<file path="config.mk">
export PLATFORM = sky130hd
export DESIGN_NAME = cbc_top
export DESIGN_NICKNAME = d
export VERILOG_FILES = /design/src/verilog/cbc_pkg.sv /design/src/verilog/cbc_top.sv
export SDC_FILE = /design/constraint.sdc
export NUM_CORES = 1
export LEC_CHECK = 0
export BUFFER_PORTS_ARGS = -buffer_cell sky130_fd_sc_hd__buf_4
export CAP_MARGIN = 0
export CORE_AREA = 2 2 108 110
export DETAILED_ROUTE_END_ITERATION = 16
export DIE_AREA = 0 0 110 112
export GPL_ROUTABILITY_DRIVEN = 0
export PLACE_DENSITY = 0.87
export SLEW_MARGIN = 0
export SYNTH_ARGS = -nofsm -noshare
export SYNTH_HDL_FRONTEND = slang
export SYNTH_SLANG_ARGS = --single-unit
</file>
<file path="constraint.sdc">
create_clock -name CORE_CLK -period 3.5 [get_ports CORE_CLK]
set_input_delay 0.875 -clock CORE_CLK [delete_from_list [all_inputs] [get_ports CORE_CLK]]
set_output_delay 0.875 -clock CORE_CLK [all_outputs]
set_load 0.02 [all_outputs]
</file>
<file path="src/verilog/cbc_pkg.sv">
// Constants and carriers for the bus cycle control block
// Assumes a single bus clock domain
package cbc_pkg;

    // ==========================================
    // Transfer counts
    localparam logic [2:0] CBC_XFER_SINGLE = 3'h1;
    localparam logic [2:0] CBC_XFER_BURST  = 3'h4;

    // ==========================================
    // Reset values and parity low bit
    localparam logic [2:0] CBC_RATIO_RST = 3'h7;
    localparam logic [7:0] CBC_BE_RST    = 8'hFF;
    localparam logic [3:0] CBC_DEF_RST   = 4'h0;
    localparam int         CBC_PAR_LO    = 5;
    localparam logic [2:0] CBC_CNT_RST   = 3'h0;
    localparam logic [2:0] CBC_HOLD_CLKS = 3'h2;

    // ==========================================
    // Ratio codes
    localparam logic [2:0] CBC_R_2P5 = 3'h4;
    localparam logic [2:0] CBC_R_3P0 = 3'h5;
    localparam logic [2:0] CBC_R_6P0 = 3'h6;
    localparam logic [2:0] CBC_R_3P5 = 3'h7;
    localparam logic [2:0] CBC_R_4P5 = 3'h0;
    localparam logic [2:0] CBC_R_5P0 = 3'h1;
    localparam logic [2:0] CBC_R_4P0 = 3'h2;
    localparam logic [2:0] CBC_R_5P5 = 3'h3;

    // Multiplier in halves
    localparam logic [3:0] CBC_M_2P5 = 4'h5;
    localparam logic [3:0] CBC_M_3P0 = 4'h6;
    localparam logic [3:0] CBC_M_6P0 = 4'hC;
    localparam logic [3:0] CBC_M_3P5 = 4'h7;
    localparam logic [3:0] CBC_M_4P5 = 4'h9;
    localparam logic [3:0] CBC_M_5P0 = 4'hA;
    localparam logic [3:0] CBC_M_4P0 = 4'h8;
    localparam logic [3:0] CBC_M_5P5 = 4'hB;

    // ==========================================
    // Carriers
    typedef struct packed {
        logic [31:3] addr;
        logic [7:0]  be_n;
        logic [3:0]  def;
        logic        burst;
        logic        wb;
    } cbc_req_s;

    typedef enum logic [2:0] {
        CBC_IDLE = 3'b001,
        CBC_ACT  = 3'b010,
        CBC_BUS_BACKOFF_N = 3'b100
    } cbc_state_e;

endpackage

</file>
<file path="src/verilog/cbc_top.sv">
// Processor side bus cycle control: strobes, byte lanes, address parity,
// address hold, backoff restart and ratio capture.
// Assumes bus inputs are synchronous to CORE_CLK; reset arrives asynchronously.
//
// Contract
// RL1: Strobe low one clock, address valid with it
// RL2: Non-pipelined next strobe after final acknowledge
// RL3: Next-address request allows overlapped strobe
// RL4: Under address hold, only snoop writebacks start
// RL5: Float strobe on backoff or hold ack
// RL6: Strobe copy duplicates strobe exactly
// RL7: Address hold floats address and parity
// RL8: Address driven again when hold drops
// RL9: Address hold sampled always, even reset; here sampled only out of reset, while reset floats the address anyway
// RL10: Even parity over parity bit, A31..A5
// RL11: Parity driven from strobe, also idle
// RL12: Snoop parity sampled with snoop valid
// RL13: Parity floats on hold, backoff, hold ack
// RL14: Parity mismatch pulses error one clock
// RL15: Byte enable bit per data lane
// RL16: System drives all lanes on bursts
// RL17: Byte enables float on backoff, hold ack
// RL18: Ratio select maps to core multiplier
// RL19: Ratio captured at reset release
// RL20: Backoff aborts and floats all outputs
// RL21: Aborted cycle restarts from first transfer
// RL22: Backoff beats same-edge acknowledge
// RL23: One acknowledge single, four for burst
// RL24: Captured ratio held until next reset
`timescale 1ns/1ps
module cbc_top
    import cbc_pkg::*;
(
    input  wire logic        CORE_CLK,
    input  wire logic        RESET,
    input  wire logic        REQ_VALID,
    input  wire cbc_req_s    REQ,
    input  wire logic        ADDR_HOLD_REQ,
    input  wire logic        BUS_BACKOFF_N,
    input  wire logic        BUS_HOLD_REQ,
    input  wire logic        TRANSFER_ACK_N,
    input  wire logic        NEXT_ADDR_REQ_N,
    input  wire logic        SNOOP_ADDR_VALID_N,
    input  wire logic [31:5] SNOOP_ADDR,
    input  wire logic        SNOOP_PARITY_IN,
    input  wire logic [2:0]  CORE_RATIO_SEL,
    output logic             REQ_READY,
    output logic             REQ_DONE,
    output logic             CYCLE_STROBE_N,
    output logic             CYCLE_STROBE_OE,
    output logic             CYCLE_STROBE_COPY_N,
    output logic             CYCLE_STROBE_COPY_OE,
    output logic [31:3]      PHYS_ADDR,
    output logic             PHYS_ADDR_OE,
    output logic             ADDR_PARITY_BIT,
    output logic             ADDR_PARITY_OE,
    output logic [7:0]       BYTE_LANE_EN_N,
    output logic             BYTE_LANE_OE,
    output logic [3:0]       CYCLE_DEF,
    output logic             CYCLE_DEF_OE,
    output logic             DATA_OE,
    output logic             BUS_HOLD_ACK,
    output logic             ADDR_PARITY_ERR_N,
    output logic [3:0]       CORE_MULT_HALVES
);

    // ==========================================
    // State
    cbc_state_e  state_r;
    cbc_req_s    cur_r;
    logic        pend_r;
    logic        na_seen_r;
    logic [2:0]  ack_cnt_r;
    logic        rst_d_r;
    logic [2:0]  ratio_r;
    logic [2:0]  hold_cnt_r;
    logic        snp_err_r;

    logic        bus_backoff_n;
    logic        ack;
    logic        last_ack;
    logic        can_start;
    logic        start;
    logic        float_all;
    logic        new_par;
    logic [2:0]  need;
    logic        restart_go;
    logic        hold_ack_nxt;

    assign bus_backoff_n      = !BUS_BACKOFF_N;
    assign need      = cur_r.burst ? CBC_XFER_BURST : CBC_XFER_SINGLE;
    assign ack       = (state_r == CBC_ACT) && CYCLE_STROBE_N && !TRANSFER_ACK_N && !bus_backoff_n; // [RL22]
    assign last_ack  = ack && (ack_cnt_r + 3'h1 == need); // [RL23]
    assign hold_ack_nxt = BUS_HOLD_REQ && (state_r != CBC_ACT || BUS_HOLD_ACK) && CYCLE_STROBE_N;
    assign float_all = bus_backoff_n || hold_ack_nxt; // [RL5] [RL13]
    // Start when idle, or overlapped after next-address request; idle clock after final ack
    assign can_start = (state_r == CBC_IDLE) || na_seen_r; // [RL2] [RL3]
    assign start     = REQ_VALID && can_start && !bus_backoff_n && !BUS_HOLD_REQ && !BUS_HOLD_ACK && !RESET
                     && (!ADDR_HOLD_REQ || REQ.wb) && CYCLE_STROBE_N && !pend_r; // [RL4]
    assign restart_go = pend_r && CYCLE_STROBE_N && !ADDR_HOLD_REQ && !BUS_HOLD_REQ && !BUS_HOLD_ACK && !bus_backoff_n;
    assign new_par   = ^REQ.addr[31:CBC_PAR_LO]; // [RL10]

    // ==========================================
    // Cycle sequencing
    always_ff @(posedge CORE_CLK or posedge RESET)
    begin
        if (RESET)
        begin
            state_r   <= CBC_IDLE;
            ack_cnt_r <= CBC_CNT_RST;
            na_seen_r <= 1'b0;
            pend_r    <= 1'b0;
            cur_r     <= '0;
            REQ_DONE  <= 1'b0;
            REQ_READY <= 1'b0;
        end
        else
        begin
            REQ_DONE  <= last_ack && !pend_r;
            REQ_READY <= !pend_r && state_r != CBC_BUS_BACKOFF_N;
            if (bus_backoff_n && state_r == CBC_ACT)
            begin
                state_r   <= CBC_BUS_BACKOFF_N; // [RL20]
                ack_cnt_r <= CBC_CNT_RST; // [RL21]
                na_seen_r <= 1'b0;
            end
            else if (state_r == CBC_BUS_BACKOFF_N)
            begin
                if (!bus_backoff_n)
                begin
                    state_r <= CBC_IDLE;
                    pend_r  <= 1'b1; // [RL21]
                end
            end
            else if (restart_go)
            begin
                state_r <= CBC_ACT;
                pend_r  <= 1'b0;
            end
            else if (start)
            begin
                cur_r     <= REQ;
                state_r   <= CBC_ACT;
                ack_cnt_r <= CBC_CNT_RST;
                na_seen_r <= 1'b0;
            end
            else if (last_ack)
            begin
                state_r   <= CBC_IDLE;
                ack_cnt_r <= CBC_CNT_RST;
                na_seen_r <= 1'b0;
            end
            else
            begin
                if (ack)
                    ack_cnt_r <= ack_cnt_r + 3'h1;
                if (state_r == CBC_ACT && CYCLE_STROBE_N && !NEXT_ADDR_REQ_N)
                    na_seen_r <= 1'b1;
            end
        end
    end

    // ==========================================
    // Strobes, one clock low

    always_ff @(posedge CORE_CLK or posedge RESET)
    begin
        if (RESET)
        begin
            CYCLE_STROBE_N      <= 1'b1;
            CYCLE_STROBE_COPY_N <= 1'b1;
        end
        else
        begin
            CYCLE_STROBE_N      <= !((start || restart_go) && !bus_backoff_n) || !CYCLE_STROBE_N; // [RL1]
            CYCLE_STROBE_COPY_N <= !((start || restart_go) && !bus_backoff_n) || !CYCLE_STROBE_N; // [RL6]
        end
    end

    // ==========================================
    // Hold acknowledge
    always_ff @(posedge CORE_CLK or posedge RESET)
    begin
        if (RESET)
            BUS_HOLD_ACK <= 1'b0;
        else
            BUS_HOLD_ACK <= hold_ack_nxt; // [RL5]
    end

    // ==========================================
    // Address, parity, lanes, definition
    always_ff @(posedge CORE_CLK or posedge RESET)
    begin
        if (RESET)
        begin
            PHYS_ADDR       <= '0;
            ADDR_PARITY_BIT <= 1'b0;
            BYTE_LANE_EN_N  <= CBC_BE_RST;
            CYCLE_DEF       <= CBC_DEF_RST;
        end
        else if (start)
        begin
            PHYS_ADDR       <= REQ.addr; // [RL1]
            ADDR_PARITY_BIT <= new_par; // [RL11]
            BYTE_LANE_EN_N  <= REQ.be_n; // [RL15] [RL17]
            CYCLE_DEF       <= REQ.def;
        end
        else if (restart_go)
        begin
            PHYS_ADDR       <= cur_r.addr; // [RL21]
            ADDR_PARITY_BIT <= ^cur_r.addr[31:CBC_PAR_LO];
            BYTE_LANE_EN_N  <= cur_r.be_n;
            CYCLE_DEF       <= cur_r.def;
        end
    end

    // Enables: reset floats all; the hold request is sampled only out of reset
    always_ff @(posedge CORE_CLK or posedge RESET)
    begin
        if (RESET)
        begin
            PHYS_ADDR_OE         <= 1'b0;
            ADDR_PARITY_OE       <= 1'b0;
            BYTE_LANE_OE         <= 1'b0;
            CYCLE_DEF_OE         <= 1'b0;
            CYCLE_STROBE_OE      <= 1'b0;
            CYCLE_STROBE_COPY_OE <= 1'b0;
            DATA_OE              <= 1'b0;
        end
        else
        begin
            PHYS_ADDR_OE         <= !ADDR_HOLD_REQ && !float_all; // [RL7] [RL8] [RL9]
            ADDR_PARITY_OE       <= !ADDR_HOLD_REQ && !float_all; // [RL13]
            BYTE_LANE_OE         <= !float_all; // [RL17]
            CYCLE_DEF_OE         <= !float_all;
            CYCLE_STROBE_OE      <= !float_all; // [RL5]
            CYCLE_STROBE_COPY_OE <= !float_all; // [RL6]
            DATA_OE              <= !float_all && state_r == CBC_ACT && cur_r.def[0]; // [RL20]
        end
    end

    // ==========================================
    // Snoop parity check
    always_ff @(posedge CORE_CLK or posedge RESET)
    begin
        if (RESET)
        begin
            snp_err_r         <= 1'b0;
            ADDR_PARITY_ERR_N <= 1'b1;
        end
        else
        begin
            snp_err_r         <= !SNOOP_ADDR_VALID_N && ^{SNOOP_PARITY_IN, SNOOP_ADDR[31:CBC_PAR_LO]}; // [RL12]
            ADDR_PARITY_ERR_N <= !snp_err_r; // [RL14]
        end
    end

    // ==========================================
    // Ratio capture at reset release
    always_ff @(posedge CORE_CLK or posedge RESET)
    begin
        if (RESET)
            rst_d_r <= 1'b1;
        else
            rst_d_r <= 1'b0;
    end

    always_ff @(posedge CORE_CLK or posedge RESET)
    begin
        if (RESET)
        begin
            ratio_r    <= CBC_RATIO_RST;
            hold_cnt_r <= CBC_CNT_RST;
        end
        else if (rst_d_r)
        begin
            ratio_r    <= CORE_RATIO_SEL; // [RL19] [RL24]
            hold_cnt_r <= CBC_HOLD_CLKS;
        end
        else if (hold_cnt_r != CBC_CNT_RST)
            hold_cnt_r <= hold_cnt_r - 3'h1;
    end

    always_ff @(posedge CORE_CLK or posedge RESET)
    begin
        if (RESET)
            CORE_MULT_HALVES <= CBC_M_3P5;
        else
            unique case (ratio_r) // [RL18]
                CBC_R_2P5: CORE_MULT_HALVES <= CBC_M_2P5;
                CBC_R_3P0: CORE_MULT_HALVES <= CBC_M_3P0;
                CBC_R_6P0: CORE_MULT_HALVES <= CBC_M_6P0;
                CBC_R_3P5: CORE_MULT_HALVES <= CBC_M_3P5;
                CBC_R_4P5: CORE_MULT_HALVES <= CBC_M_4P5;
                CBC_R_5P0: CORE_MULT_HALVES <= CBC_M_5P0;
                CBC_R_4P0: CORE_MULT_HALVES <= CBC_M_4P0;
                CBC_R_5P5: CORE_MULT_HALVES <= CBC_M_5P5;
            endcase
    end
endmodule

</file>
# [Yosys cells after proc, flatten, opt, wreduce, memory -nomap -nowiden]
# Memories as Yosys holds them, arrays and structs flattened. A register that Yosys moved wholly into a read port is not among the register bits.
# Cells that the tools add are included.
[word_totals] regBits=105 rom_bits=32 input_bits=83 out_inout_bits=59 word_cells=128 n_memories=1
[op_classes] add_sub_neg=1 eq_ne=10 mux=30 bitwise=3 reduce_logical=60
[mem_list] memory="(no name shown)" words=8 word_bits=4 rd=1 rd_clocked_by_memory_dff=1 wr=0 line="cbc_top.sv:289" source="unique case (ratio_r)"
[op_table] op="2-to-1 mux 29 bit" n=2
[op_table] op="XOR reduction 27 bit" n=2
[op_table] op="2-to-1 mux 3 bit" n=13
[op_table] op="logical AND 1 bit" n=28
[op_table] op="XOR reduction 28 bit" n=1
[op_table] op="2-to-1 mux 8 bit" n=2
[op_table] op="logical NOT 1 bit" n=13
[op_table] op="2-to-1 mux 1 bit" n=11
[op_table] op="AND reduction 3 bit" n=3
[op_table] op="2-to-1 mux 4 bit" n=2
[op_table] op="nonzero test 4 bit" n=2
[op_table] op="logical OR 1 bit" n=6
[op_table] op="inequality test 3 bit (second input constant)" n=2
[op_table] op="nonzero test 5 bit" n=1
[op_table] op="inequality test 2 bit (second input constant)" n=2
[op_table] op="AND reduction 4 bit" n=1
[op_table] op="nonzero test 2 bit" n=2
[op_table] op="adder 3 x 1 -> 3 bit (second input constant)" n=1
[op_table] op="equality test 3 x 1 -> 1 bit (second input constant)" n=1
[op_table] op="equality test 3 x 2 -> 1 bit (second input constant)" n=1
[op_table] op="equality test 3 bit" n=1
[op_table] op="equality test 3 bit (second input constant)" n=1
[op_table] op="inequality test 3 x 2 -> 1 bit (second input constant)" n=1
[op_table] op="inverter 1 bit" n=3
[op_table] op="2 further kinds" n=2

# [Logic depth before layout (Yosys ltp)]
[logic_depth] depth_word=14 depth_mapped=9 ltp_nobuf=7

# [Worst setup path before layout]
# No wires, ideal clock.
[synth_timing] path_kind="in2reg" start="input BUS_BACKOFF_N" end="register cur_r[21] (netlist name)" setup_time_ns=0.125 arrival_time_ns=2.629 required_time_ns=3.375 slack_ns=0.746 cell_stages=8 cell_sequence="buf_4 and4bb_4 and3b_1 clkbuf_1 or2_1 nor3b_4 buf_6 mux2_2"
[synth_between] elab_chain_cells=8
[synth_rtl] element="start: declaration" line="cbc_top.sv:39" source="input wire logic BUS_BACKOFF_N,"
[synth_rtl] element="logical AND 1 bit (4 in a row)" line="cbc_top.sv:98" source="assign start = REQ_VALID && can_start && !bus_backoff_n && !BUS_HOLD_REQ && !BUS_HOLD_ACK && !RESET"
[synth_rtl] element="logical AND 1 bit (3 in a row)" line="cbc_top.sv:99" source="&& (!ADDR_HOLD_REQ || REQ.wb) && CYCLE_STROBE_N && !pend_r;"
[synth_rtl] element="AND reduction 4 bit (no source line) (*)"
[synth_rtl] element="end signal: assignment" line="cbc_top.sv:113" source="cur_r <= '0;"
[synth_rtl] element="end signal: assignment" line="cbc_top.sv:142" source="cur_r <= REQ;"
[synth_rtl] element="end: declaration" line="cbc_top.sv:70" source="cbc_req_s cur_r;"
# Mark *: on every way between the ends. The rest lies on a longest branch, timed or not.
# A chain may end at the register's enable or synchronous reset.

# [Worst setup path after layout]
[layout_timing] start="input BUS_BACKOFF_N" end="register cur_r[40] (netlist name)"
# The elaborated chain is that of the path after synthesis.

==> flow_summary_export.csv <==
group,metric,value,unit
status,status,"complete, no violations",
cts,clk_pin_slew_worst_paths,70,ps
setup_path,crit_type,"input port to register",
synth,synth-seq-cells,109,
cts,cts_root_buffer,"clkbuf_16",
global_routing,gr-usage-all-layers,19.4,%
pwr,p_leak,0.00321,uW
setup_path,worst_setup_path_start_kind,"input port",
global_routing,grt_pass1_vias,3935,
cts,ctsResizeCount,0,
cts,clock_latency,340,ps
global_routing,grt-ovfl-total,0,
placement,dpl.hpwl,8.16,mm
timing,holdWs,349,ps
timing,fmax,380,MHz
final_layout,multi_input_comb_area,2240,sq um
synth,yosysTopAreaCellShare,44.2,%
cts,cts_tree,"done",
synth,synth_common_cells,"dfrtp_1 (91), nand2_1 (88), xnor2_1 (69)",
final_layout,ff_latch_area,2750,sq um
global_routing,grt_max_degree,66,
die,dieWidth,110,microns
synth,ys_seq_area_share,53.4,%
synth,ys_types,44,
pwr,powerDensity,806,nW/um^2
setup_path,path_cells,"buf_4 -> and4bb_4 -> and3b_2 -> or2_1 -> nor3b_4 -> buf_4 -> mux2_2",
route,wl_per_cell,15.6,microns
timing,drv_slew,0,
final_layout,area_delta_synth_final,28.3,%
die,rows,39,
timing,fin_worst_skew,4.40,ps
die,die_h,112,microns
route,antenna_left,0,
setup_path,critPathSlowestCell,"mux2_2",
synth,synth_ff_type,"dfrtp_1",
timing,setup_tns,0,ps
route,num_vias,3769,
cts,numCtsBuffers,9,
run,max_cap_viol_count,0,
cts,holdBufCountCts,0,
cts,cts_setup_buffers,0,
cts,cts.sinks,109,
setup_path,worstPathMaxFanout,28,
die,initial_core_util,46.1,%
setup_path,crit_path_frequent_cell,"buf_4",
cts,htreeDepth,3,
setup_path,rr_startpoint,"state_r[0]",
route,drtIter0Drc,168,
timing,fin_crit_sh,75.2,%
route,firstDrtPassIters,4,
die,num_io_pins,142,
synth,syn_nets,529,
route,routed_wl,11.4,mm
synth,ys_warn_count,0,
min_path,hp-start,"snp_err_r",
synth,synth_top_area_cell,"dfrtp_1",
synth,synth-edff-count,0,
timing,period_minus_slack,2630,ps
final_layout,nets,666,
synth,yosysMostFrequentCell,"dfrtp_1",
placement,port-buffer-count,141,
setup_path,arrival,2860,ps
pwr,vdd_drop_max,566,uV
setup_path,slowest_delay,390,ps
route,via_per_inst,5.17,
timing,worst_pin_slew,711,ps
final_layout,drive_gt1_share,39.4,%
timing,relSlewSlack,51.9,%
timing,setup_viol,0,
die,die-area,12300,sq um
die,coreArea,11200,sq um
global_routing,antenna_found_initial,0,
synth,netlist_top_cells_area,"dfrtp_1 (44%), xnor2_1 (12%), mux2_2 (9.4%)",
setup_path,critPathLaunch,"BUS_BACKOFF_N",
setup_path,cp-end-kind,"register",
timing,rsz0062_at_grt,"no",
synth,ys_async_sr_fraction,100,%
final_layout,nFillCells,938,
setup_path,required,3720,ps
setup_path,ff2ff_setup_slack,1010,ps
cts,clock_path_buffers,2,
final_layout,antenna_cells,0,
timing,finalHoldViolations,0,
synth,synth.avg_cell_area,11.6,sq um
min_path,worstHoldPathType,"register to register",
global_routing,grt_first_pass_wirelength,18.6,mm
synth,syn_area,5150,sq um
synth,syn_inst,444,
route,route.detailed.drc,0,
-- placed cells by master (no fill, tap or decap), types with 3 or more instances in the layout --
cell type,synthesis,layout
buf_4,6,147
dfrtp_1,91,91
nand2_1,88,88
xnor2_1,69,69
mux2_2,43,43
a22oi_1,41,41
dfstp_2,18,18
clkbuf_16,0,9
xor2_1,8,8
inv_1,6,5
nor2_1,5,5
nand2b_1,4,4
o21ai_0,4,4
a21oi_1,4,4
nor3b_1,3,3
clkinvlp_4,0,3
-- path summary, 6_finish.rpt --
check | end | depth (start not counted)
setup / recovery | cur_r[40] | 7
hold / removal | ADDR_PARITY_ERR_N | 1
setup reg to reg | cur_r[40] | 7
hold reg to reg | ADDR_PARITY_ERR_N | 1
max in group asynchronous | ratio_r[2] | 3
min in group asynchronous | REQ_READY | 3
-- state kept, by name (all words and copies together), names as in the netlist, 3 cells and up --
| name | cells |
|---|---|
| cur_r | 42 |
| PHYS_ADDR | 29 |
| BYTE_LANE_EN_N | 8 |
| CORE_MULT_HALVES | 4 |
| CYCLE_DEF | 4 |
| ack_cnt_r | 3 |
| ratio_r | 3 |
| state_r | 3 |
-- layout make-up --
cell class              count  area share, %
clock inverters             5          0.568
multi-input cells         305           33.9
flip-flops and latches    109           41.6
repair buffers            149           17.3
clock buffers              11           3.52
well taps                 143           2.71
inverters                   7          0.454
-- through the flow --
step	std cells	total power [uW]	setup slack, ps	area [sq um]	util, %
2_1_floorplan	444	3670	746	5160	-
3_3_place_gp	713	4320	581	6340	56.8
3_5_place_dp	713	4400	526	6340	56.8
4_1_cts	729	5380	888	6610	59.2
5_1_grt	729	5660	753	6610	59.2
6_report	729	5330	869	6610	59.2
-- cells by family (layout without fill, tap and decap cells) --
kind of cell / count (synthesis) / count (layout) / synth area share [%]
AOI/OAI and AO/OA: 61 / 61 / 8.69
DFF: 109 / 109 / 53.4
adders and majority gates: 2 / 2 / 0.485
other: 1 / 1 / 0.0728
and+or+nand+nor: 118 / 118 / 10.6
xor gates and xnor gates: 79 / 79 / 14.0
buffers and inverters: 30 / 172 / 3.20
muxes: 44 / 44 / 9.61
-- where the power goes --
part	leakage (uW)	switching [uW]	internal (uW)
logic	0.00169	1020	1250
registers	0.00139	357	1770
clock network	0.000126	451	485
-- worst max-delay path: cells and delay by family --
kind / cells / cell delay (ps)
and+or+nand+nor: 4 / 1050
buffers and inverters: 2 / 520
muxes: 1 / 390
-- layer usage --
layer  vias up  routed length [microns]  track usage (%)
met5         -                        0                0
met4         0                      102             5.65
met3        10                      859             5.27
met2       138                     5650             31.5
met1      1842                     4740             25.3
li1       1779                        -                -
No activity file was read; power rests on OpenSTA's default activity.
